## src/rtl/rfp_params.svh

```systemverilog
`ifndef RFP_PARAMS_SVH
`define RFP_PARAMS_SVH
// Filter delays in ns
`define RFP_CLK_PERIOD_NS 10
`define RFP_OV_FILTER_NS  1000
`define RFP_UV_FILTER_NS  3000
`define RFP_LO_FILTER_NS  3000
// Filter delays in cycles, rounded up
`define RFP_OV_FILTER_CYC ((`RFP_OV_FILTER_NS + `RFP_CLK_PERIOD_NS - 1) / `RFP_CLK_PERIOD_NS)
`define RFP_UV_FILTER_CYC ((`RFP_UV_FILTER_NS + `RFP_CLK_PERIOD_NS - 1) / `RFP_CLK_PERIOD_NS)
`define RFP_LO_FILTER_CYC ((`RFP_LO_FILTER_NS + `RFP_CLK_PERIOD_NS - 1) / `RFP_CLK_PERIOD_NS)
// Trip offsets and floor, in mV
`define RFP_OV_OFFSET_MV  325
`define RFP_OV_FLOOR_MV   900
`define RFP_UV_OFFSET_MV  500
`define RFP_CNT_W         12
`endif

```

## src/rtl/rfp_pkg.sv

```systemverilog
package rfp_pkg;
   typedef enum logic [1:0] {
      RFP_RUN      = 2'b00,
      RFP_OV_CLAMP = 2'b01,
      RFP_NEG_HOLD = 2'b10,
      RFP_ALL_OFF  = 2'b11
   } rfp_state_t;
endpackage

```

## src/rtl/rfp_core.sv

```systemverilog
`timescale 1ns/1ps
`include "rfp_params.svh"
module rfp_core
   import rfp_pkg::*;
#(
   parameter int PHASES  = 2,
   parameter int MV_W    = 12,
   parameter int OV_CYC  = `RFP_OV_FILTER_CYC,
   parameter int UV_CYC  = `RFP_UV_FILTER_CYC,
   parameter int LO_CYC  = `RFP_LO_FILTER_CYC
) (
   input  wire logic              clk_sys,
   input  wire logic              reset,
   input  wire logic              controller_enable,
   input  wire logic [MV_W-1:0]   target_ref_mv,
   input  wire logic [MV_W-1:0]   rail_output_sense,
   input  wire logic              rail_output_negative,
   input  wire logic              supply_below_por,
   input  wire logic [PHASES-1:0] phase_active,
   input  wire logic [PHASES-1:0] pwm_high_req,
   input  wire logic [PHASES-1:0] pwm_low_req,
   input  wire logic              peer_fault_shutdown,
   output logic [PHASES-1:0]      gate_high,
   output logic [PHASES-1:0]      gate_low,
   output logic                   overvoltage_latch,
   output logic                   undervoltage_latch,
   output logic                   supply_lockout,
   output logic                   negative_voltage_guard,
   output logic                   peer_shutdown_req,
   output logic                   soft_shutdown
);
   localparam logic [MV_W-1:0] OV_OFS   = MV_W'(`RFP_OV_OFFSET_MV);
   localparam logic [MV_W-1:0] OV_FLOOR = MV_W'(`RFP_OV_FLOOR_MV);
   localparam logic [MV_W-1:0] UV_OFS   = MV_W'(`RFP_UV_OFFSET_MV);

   // ************************************************************
   // Comparator decode
   // ************************************************************
   logic              ov_qual;
   logic              uv_qual;
   logic              neg_qual;
   logic              lo_qual;
   logic              por_released;
   rfp_state_t        state;
   rfp_state_t        next_state;
   // Trip level uses the floor when the target is low
   wire logic [MV_W:0] ov_base  = (target_ref_mv < OV_FLOOR) ? {1'b0, OV_FLOOR}
                                                             : {1'b0, target_ref_mv};
   wire logic [MV_W:0] ov_trip  = ov_base + {1'b0, OV_OFS};
   wire logic          ov_raw   = {1'b0, rail_output_sense} > ov_trip;
   wire logic          uv_raw   = ({1'b0, rail_output_sense} + {1'b0, UV_OFS})
                                  < {1'b0, target_ref_mv};
   wire logic          monitor  = por_released & controller_enable;
   wire logic          clear    = ~controller_enable;

   // ************************************************************
   // Detector filters
   // ************************************************************
   rfp_filter #(.CYCLES(OV_CYC)) u_ov (
      .clk_sys  (clk_sys),
      .reset    (reset),
      .raw_in   (ov_raw),
      .sync_en  (monitor),
      .qual_out (ov_qual)
   );
   rfp_filter #(.CYCLES(UV_CYC)) u_uv (
      .clk_sys  (clk_sys),
      .reset    (reset),
      .raw_in   (uv_raw),
      .sync_en  (monitor),
      .qual_out (uv_qual)
   );
   rfp_filter #(.CYCLES(LO_CYC)) u_lo (
      .clk_sys  (clk_sys),
      .reset    (reset),
      .raw_in   (supply_below_por),
      .sync_en  (por_released),
      .qual_out (lo_qual)
   );
   rfp_filter #(.CYCLES(1)) u_neg (
      .clk_sys  (clk_sys),
      .reset    (reset),
      .raw_in   (rail_output_negative),
      .sync_en  (1'b1),
      .qual_out (neg_qual)
   );

   // ************************************************************
   // Fault latches
   // ************************************************************
   // Power-on release flag
   always_ff @(posedge clk_sys) begin
      if (reset) por_released <= 1'b0;
      else       por_released <= 1'b1;
   end

   // Sticky OV/UV latches, fault set wins over re-enable clear; supply lockout follows its filter
   always_ff @(posedge clk_sys) begin
      if (reset) begin
         overvoltage_latch  <= 1'b0;
         undervoltage_latch <= 1'b0;
         supply_lockout     <= 1'b0;
      end else begin
         overvoltage_latch  <= ov_qual | (overvoltage_latch & ~clear);
         undervoltage_latch <= uv_qual | (undervoltage_latch & ~clear);
         supply_lockout     <= lo_qual;
      end
   end

   // ************************************************************
   // Protection state machine
   // ************************************************************
   always_comb begin
      next_state = state;
      case (state)
         RFP_RUN:      if (overvoltage_latch) next_state = RFP_OV_CLAMP;
         RFP_OV_CLAMP: if (neg_qual) next_state = RFP_NEG_HOLD;
         RFP_NEG_HOLD: if (!neg_qual) next_state = RFP_OV_CLAMP;
         default:      next_state = RFP_RUN;
      endcase
      if (!overvoltage_latch) next_state = RFP_RUN;
      if (supply_lockout || undervoltage_latch) next_state = RFP_ALL_OFF;
   end

   // State register
   always_ff @(posedge clk_sys) begin
      if (reset) state <= RFP_RUN;
      else       state <= next_state;
   end

   // ************************************************************
   // Gate drive
   // ************************************************************
   wire logic [PHASES-1:0] run_high  = pwm_high_req & phase_active & {PHASES{~soft_shutdown}};
   wire logic [PHASES-1:0] run_low   = pwm_low_req & phase_active & {PHASES{~soft_shutdown}};
   wire logic              sel_run   = (state == RFP_RUN);
   wire logic              sel_clamp = (state == RFP_OV_CLAMP);
   wire logic [PHASES-1:0] next_high = sel_run ? run_high : '0;
   wire logic [PHASES-1:0] next_low  = sel_run ? run_low
                                     : (sel_clamp ? phase_active : '0);

   // Registered gate outputs
   always_ff @(posedge clk_sys) begin
      if (reset) begin
         gate_high              <= '0;
         gate_low               <= '0;
         negative_voltage_guard <= 1'b0;
         peer_shutdown_req      <= 1'b0;
         soft_shutdown          <= 1'b0;
      end else begin
         gate_high              <= next_high;
         gate_low               <= next_low;
         negative_voltage_guard <= (next_state == RFP_NEG_HOLD);
         peer_shutdown_req      <= overvoltage_latch | undervoltage_latch;
         soft_shutdown          <= peer_fault_shutdown | (soft_shutdown & ~clear);
      end
   end

   // ************************************************************
   // Checks
   // ************************************************************
   property p_ov_clamp;
      @(posedge clk_sys) disable iff (reset)
      (state == RFP_OV_CLAMP) |=> (gate_high == '0) && (gate_low == $past(phase_active));
   endproperty
   a_ov_clamp: assert property (p_ov_clamp) else $error("clamp drive wrong");

   property p_peer;
      @(posedge clk_sys) disable iff (reset)
      $rose(overvoltage_latch | undervoltage_latch) |=> peer_shutdown_req;
   endproperty
   a_peer: assert property (p_peer) else $error("peer shutdown missing");

   // Consecutive over-voltage cycles, saturating, for the filter check
   logic [`RFP_CNT_W-1:0] ov_run;
   always_ff @(posedge clk_sys) begin
      if (reset || !ov_raw)  ov_run <= 12'h000;
      else if (ov_run != '1) ov_run <= ov_run + 12'h001;
   end

   property p_ov_filter;
      @(posedge clk_sys) disable iff (reset)
      $rose(overvoltage_latch) |-> ($past(ov_run, 3) >= OV_CYC);
   endproperty
   a_ov_filter: assert property (p_ov_filter) else $error("ov latched unfiltered");

   property p_neg_off;
      @(posedge clk_sys) disable iff (reset)
      (state == RFP_NEG_HOLD) |=> (gate_low == '0) && (gate_high == '0);
   endproperty
   a_neg_off: assert property (p_neg_off) else $error("neg hold drives");

   property p_neg_gated;
      @(posedge clk_sys) disable iff (reset)
      negative_voltage_guard |-> $past(overvoltage_latch);
   endproperty
   a_neg_gated: assert property (p_neg_gated) else $error("guard without ov");

   property p_uv_off;
      @(posedge clk_sys) disable iff (reset)
      undervoltage_latch |=> ##1 (gate_high == '0) && (gate_low == '0);
   endproperty
   a_uv_off: assert property (p_uv_off) else $error("uv drives");

   property p_lock_off;
      @(posedge clk_sys) disable iff (reset)
      supply_lockout |=> ##1 (gate_high == '0) && (gate_low == '0);
   endproperty
   a_lock_off: assert property (p_lock_off) else $error("lockout drives");

   property p_sticky;
      @(posedge clk_sys) disable iff (reset)
      (undervoltage_latch && controller_enable) |=> undervoltage_latch;
   endproperty
   a_sticky: assert property (p_sticky) else $error("uv latch released");
endmodule

```

## src/rtl/rfp_filter.sv

```systemverilog
`timescale 1ns/1ps
`include "rfp_params.svh"
module rfp_filter #(
   parameter int CYCLES = 100
) (
   input  wire logic clk_sys,
   input  wire logic reset,
   input  wire logic raw_in,
   input  wire logic sync_en,
   output logic      qual_out
);
   logic [2:0]           sync;
   logic [`RFP_CNT_W-1:0] count;
   wire logic            stable_high = sync[1] & sync[2];
   wire logic            done = (count == CYCLES[`RFP_CNT_W-1:0] - 12'h001);

   // Three-stage synchroniser
   always_ff @(posedge clk_sys) begin
      if (reset) sync <= 3'h0;
      else       sync <= {sync[1:0], raw_in};
   end

   // Persistence counter, qualifies after CYCLES agreed-high cycles
   always_ff @(posedge clk_sys) begin
      if (reset || !stable_high || !sync_en) begin
         count    <= 12'h000;
         qual_out <= 1'b0;
      end else if (done) begin
         qual_out <= 1'b1;
      end else begin
         count <= count + 12'h001;
      end
   end
endmodule

```

## config.mk

```make
export PLATFORM = sky130hd
export DESIGN_NAME = rfp_core
export DESIGN_NICKNAME = d
export VERILOG_FILES = /design/src/rtl/rfp_pkg.sv /design/src/rtl/rfp_core.sv /design/src/rtl/rfp_filter.sv
export VERILOG_INCLUDE_DIRS = /design/src /design/src/rtl
export SDC_FILE = /design/constraint.sdc
export NUM_CORES = 1
export LEC_CHECK = 0
export ABC_AREA = 1
export BUFFER_PORTS_ARGS = -buffer_cell sky130_fd_sc_hd__buf_2
export CAP_MARGIN = 20
export CORE_MARGIN = 2
export CORE_UTILIZATION = 55
export DETAILED_ROUTE_END_ITERATION = 7
export GPL_ROUTABILITY_DRIVEN = 0
export PLACE_DENSITY = 0.81
export SYNTH_ARGS = -nofsm -noshare
export SYNTH_HDL_FRONTEND = slang
export SYNTH_SLANG_ARGS = --single-unit
```

## constraint.sdc

```tcl
create_clock -name clk_sys -period 3.15 [get_ports clk_sys]
set_input_delay 0 -clock clk_sys [delete_from_list [all_inputs] [get_ports clk_sys]]
set_output_delay 0 -clock clk_sys [all_outputs]
set_load 0.1 [all_outputs]
```

After elaboration in Yosys (flattened, before gate mapping)
Index checks and enable logic that the tools add are counted.
{"block": "totals", "regBits": 77, "wordCells": 81, "input_bits": 36}
{"block": "classes", "muxes": 9, "bitwise": 18, "n_reduce_logical": 17, "order_cmp": 3, "n_eq_ne": 6, "addsub": 6}
{"op": "adder 12 x 1 -> 12 bit, second input constant", "n": 4}
{"op": "adder 12 x 9 -> 13 bit, second input constant", "n": 2}
{"op": "== test 12 x 9 -> 1 bit, second input constant", "n": 2}
{"op": "greater-than comparator 12 x 13 -> 1 bit", "n": 1}
{"op": "less-than comparator 13 x 12 -> 1 bit", "n": 1}
{"op": "== test 12 x 7 -> 1 bit, second input constant", "n": 1}
{"op": "logical NOT 12 bit", "n": 1}
{"op": "less-than comparator 12 x 10 -> 1 bit, second input constant", "n": 1}
{"op": "two-way mux 12 bit", "n": 1}
{"op": "two-way mux 2 bit", "n": 6}
{"op": "bitwise AND 1 bit", "n": 8}
{"op": "bitwise AND 2 bit", "n": 4}
{"op": "logical OR 1 bit", "n": 8}
{"op": "logical NOT 1 bit", "n": 6}
{"op": "one-hot mux 2 bit (3 select lines)", "n": 1}
{"op": "== test 2 bit, second input constant", "n": 2}
{"op": "bitwise OR 1 bit", "n": 4}
{"op": "== test 2 x 1 -> 1 bit, second input constant", "n": 1}
{"op": "logical NOT 2 bit", "n": 1}
{"op": "NOT 1 bit", "n": 2}
{"op": "OR reduction 2 bit", "n": 1}
{"op": "two-way mux 1 bit", "n": 1}

Logic depth before layout (Yosys ltp)
{"block": "depth", "depth_word": 5, "ltp_mapped": 24, "ltp_nobuf": 23}

By module
Synthesis repeated with hierarchy kept, for this count alone.
{"block": "hier_totals", "hier_cells": 684, "hier_area_um2": 4673.2}
{"module": "rfp_core", "cells_per_inst": 247, "area_each_um2": 1560.2, "seq_area_each_um2": 260.2, "instances": 1}
{"module": "rfp_filter at u_lo ...", "cells_per_inst": 109, "area_each_um2": 758.2, "seq_area_each_um2": 320.3, "instances": 2}
{"module": "rfp_filter at u_neg", "cells_per_inst": 113, "area_each_um2": 814.5, "seq_area_each_um2": 320.3, "instances": 1}
{"module": "rfp_filter at u_ov", "cells_per_inst": 106, "area_each_um2": 782.0, "seq_area_each_um2": 320.3, "instances": 1}

Worst setup path before layout
No wires, ideal clock.
{"block": "synth_path", "path_kind": "input to register", "from": "input port target_ref_mv[5]", "to": "register u_ov.sync[0]", "arrival_time_ns": 2.175, "n_path_buf": 1, "slack_ns": 0.865, "required_time_ns": 3.040, "setup_time_ns": 0.110, "stages": 21, "cell_sequence": "nor2_1 -> nand3_2 -> nand2_2 -> nand2_4 -> buf_8 -> nand2_1 -> inv_1 -> ha_1 -> o211ai_2 -> inv_2 -> nand2_1 -> nand2_2 -> xor2_2 -> ha_1 -> nand2_1 -> nor2_1 -> nand4_1 -> o31ai_1 -> inv_1 -> nand2_1 -> nor2_1"}
{"block": "synth_between", "elab_chain_len": 4}
{"element": "start: declaration", "line_no": "rfp_core.sv:15", "rtl": "input wire logic [MV_W-1:0] target_ref_mv,"}
{"element": "less-than comparator 12 x 10 -> 1 bit", "line_no": "rfp_core.sv:47", "rtl": "wire logic [MV_W:0] ov_base = (target_ref_mv < OV_FLOOR) ? {1'b0, OV_FLOOR}"}
{"element": "two-way mux 12 bit (*)", "line_no": "rfp_core.sv:47"}
{"element": "adder 12 x 9 -> 13 bit (*)", "line_no": "rfp_core.sv:49", "rtl": "wire logic [MV_W:0] ov_trip = ov_base + {1'b0, OV_OFS};"}
{"element": "greater-than comparator 12 x 13 -> 1 bit (*)", "line_no": "rfp_core.sv:50", "rtl": "wire logic ov_raw = {1'b0, rail_output_sense} > ov_trip;"}
{"element": "end signal: assignment", "line_no": "rfp_filter.sv:20", "rtl": "else sync <= {sync[1:0], raw_in};"}
{"element": "end: declaration", "line_no": "rfp_filter.sv:12", "rtl": "logic [2:0] sync;"}
Mark *: on every way between the ends. The rest lies on a longest branch, timed or not.
A chain may end at the register's enable or synchronous reset.

Final worst setup path
{"block": "layout_path", "from": "input port target_ref_mv[3]", "to": "register u_ov.sync[0]"}
Same word-level chain as after synthesis.

==> flow_metrics.tcl <==
set metrics [dict create \
    min_period_ns 2.359 \
    power.density_mw_per_mm2 412.4 \
    synth_edf_count 0 \
    dpl.hpwl_mm 6.950 \
    wl_mm 9.096 \
    area_growth_pct 15.85 \
    overflow 0 \
    clock_latency_ns 0.34 \
    cts-root-buf "clkbuf_8" \
    final_nets 736 \
    crit_path_max_incr_delay_ns 0.32 \
    synth.top_cell.area_share_pct 36.29 \
    finalHoldViolations 0 \
    status "finished clean" \
    cp_slowest_cell "a21boi_1" \
    drv_slew 0 \
    via_per_inst 5.192 \
    portBuffers 45 \
    die-height_um 91.88 \
    synth_cell_types 38 \
    grt_pass1_wl_mm 15.78 \
    crit_arrival_ns 2.60 \
    setup_viol 0 \
    cp_cell_sequence "buf_2, inv_1, nand3_2, a21boi_1, nor2_1, ha_1, o211ai_2, inv_2, nand2_1, nand2_2, xor2_2, ha_1, nand2_1, nor2_1, nand4_1, o31ai_1, inv_1, nand2_1, nor2_1" \
    synth.most_common_cell "nand2_1" \
    htree_levels 3 \
    start_kind "primary input" \
    cts_buffer_depth 2 \
    io_pins 46 \
    rsz0062_at_grt "false" \
    grt_pass1_vias 3765 \
    dieArea_mm2 0.008442 \
    end_kind "register" \
    globalRouteTotalUtil_pct 22.64 \
    maxSlewHeadroom_pct 67.32 \
    via_count 4034 \
    cts.reportedPaths.clkPinSlew_ns 0.07 \
    drc 0 \
    postRouteAntennaNets 0 \
    ir_worst_vdd_mv 0.2050 \
    finalCritPeriodShare_pct 74.88 \
    crit_buf_inv 4 \
    fillers 645 \
    antenna_found_initial 0 \
    post_cts_resized 0 \
    initial_core_util_pct 55.84 \
    fp.dieW_um 91.88 \
    crit_required_ns 3.39 \
    syn_area_per_cell_um2 7.021 \
    cts_tree "done" \
    max-cap-violations 0 \
    synth_nets 671 \
    min_path_type "primary input to register" \
    synthFlopType "dfxtp_1" \
    crit_path_max_fanout 6 \
    utilization_pct 64.69 \
    clock-sinks 77 \
    max_freq_mhz 424.0 \
    synth_commonest_cells "nand2_1, inv_1, nor2_1" \
    numCtsBuffers 9 \
    synth_warnings 0 \
    skew_ns 0.01022 \
    seq_area_frac_synth_pct 36.29 \
    num_rows 32 \
    cellLeakagePower_nw 2.183 \
    synth_area_leader_cell "dfxtp_1" \
    cp_top_family "simple AND/OR/NAND/NOR gates" \
    ys_ff_latch 77 \
    n_antenna_cell 0 \
    first_pass_iters 5 \
    tns_ns 0 \
    path_class "primary input to register" \
    dr.first_iter.drc_count 228 \
    avgRoutedWirePerCell_um 11.71 \
    synth_top_cells_by_area "dfxtp_1, nand2_1, ha_1" \
    drive_gt1_share_pct 11.11 \
    netlist_area_mm2 0.004248 \
    grt_max_degree 20 \
    async_flop_share_pct 0 \
    synthCells 605 \
    coreArea_mm2 0.007607 \
    worst_slew_pin_slew_ns 0.4888 \
]
[through the flow]
| step | power, mW | hold WS [ns] | worst slack (ns) | cell area (um2) | std cells |
|---|---|---|---|---|---|
| 5_1_grt | 2.120 | 0.03498 | 0.4737 | 4921 | 777 |
| 4_1_cts | 2.041 | 0.008364 | 0.8219 | 4921 | 777 |
| 2_1_floorplan | 1.187 | 0.1070 | 0.8648 | 4248 | 605 |
| 3_5_place_dp | 1.263 | 0.2205 | 0.4578 | 4569 | 747 |
| 6_report | 2.029 | 0.02822 | 0.7914 | 4921 | 777 |
| 3_3_place_gp | 1.255 | 0.2064 | 0.5656 | 4569 | 747 |
[what timing repair did]
action,4_1_cts,5_1_grt
setup buffers,0,0
hold endpoints to repair,10,0
hold buffers,14,0
[worst paths after layout]
check	from	endpoint	slack, ns	cells after the start
setup / recovery	target_ref_mv[3]	u_ov.sync[0]	0.79	19
hold / removal	reset	supply_lockout	0.03	2
setup reg to reg	u_ov.count[0]	u_ov.count[10]	1.46	10
hold reg to reg	u_neg.sync[0]	u_neg.sync[1]	0.40	2
[layout make-up]
cell class | count | area (um2) | area share [%]
multi-input cells | 423 | 2300 | 46.73
flip-flops and latches | 77 | 1541 | 31.32
inverters | 100 | 375.4 | 7.628
repair buffers | 59 | 365.4 | 7.424
clock buffers | 13 | 168.9 | 3.432
well taps | 102 | 127.6 | 2.593
clock inverters | 3 | 42.54 | 0.8645
[power by group]
part	switching, mW	total, mW	internal, mW
Combinational	0.166	0.269	0.103
Clock	0.341	0.772	0.430
Sequential	0.00359	0.988	0.985
[placed cells by master (no fill, tap or decap), types with 3 or more instances in the layout]
master	netlist	layout
nand2_1	101	101
inv_1	99	99
nor2_1	80	80
dfxtp_1	77	77
a21oi_1	52	52
buf_2	1	45
nand3_1	44	44
ha_1	30	30
nor3_1	29	29
o21ai_0	20	20
nand4_1	15	15
xor2_1	15	15
dlygate4sd3_1	0	14
clkbuf_8	0	12
nor3b_1	5	5
nor2_2	3	3
xnor2_1	3	3
nor4_1	3	3
[cells by family after synthesis]
group                      Yosys count  share of synthesized area (%)
xor gates and xnor gates            19                          4.095
DFF                                 77                          36.29
buffers and inverters              105                          9.573
and+or+nand+nor                    293                          31.05
adders and majority gates           30                          8.837
AOI/OAI and AO/OA                   81                          10.16
[metal layers]
layer / wire length [um] / vias up / GRT usage (%)
met5: 0 / - / 0
met4: 183 / 0 / 10.45
met3: 454 / 19 / 3.205
met2: 4401 / 112 / 39.46
met1: 4057 / 1806 / 27.53
li1: - / 2097 / -
[registers in the layout, indices dropped and copies added, names as in the netlist, 2 cells and up]
register	cells
u_ov.count	12
u_uv.count	12
gate_low	2
u_uv.sync	3
u_lo.sync	3
u_ov.sync	3
u_neg.sync	3
u_neg.count	12
u_lo.count	12
gate_high	2
state	2
No activity file was read; power rests on OpenSTA's default activity.
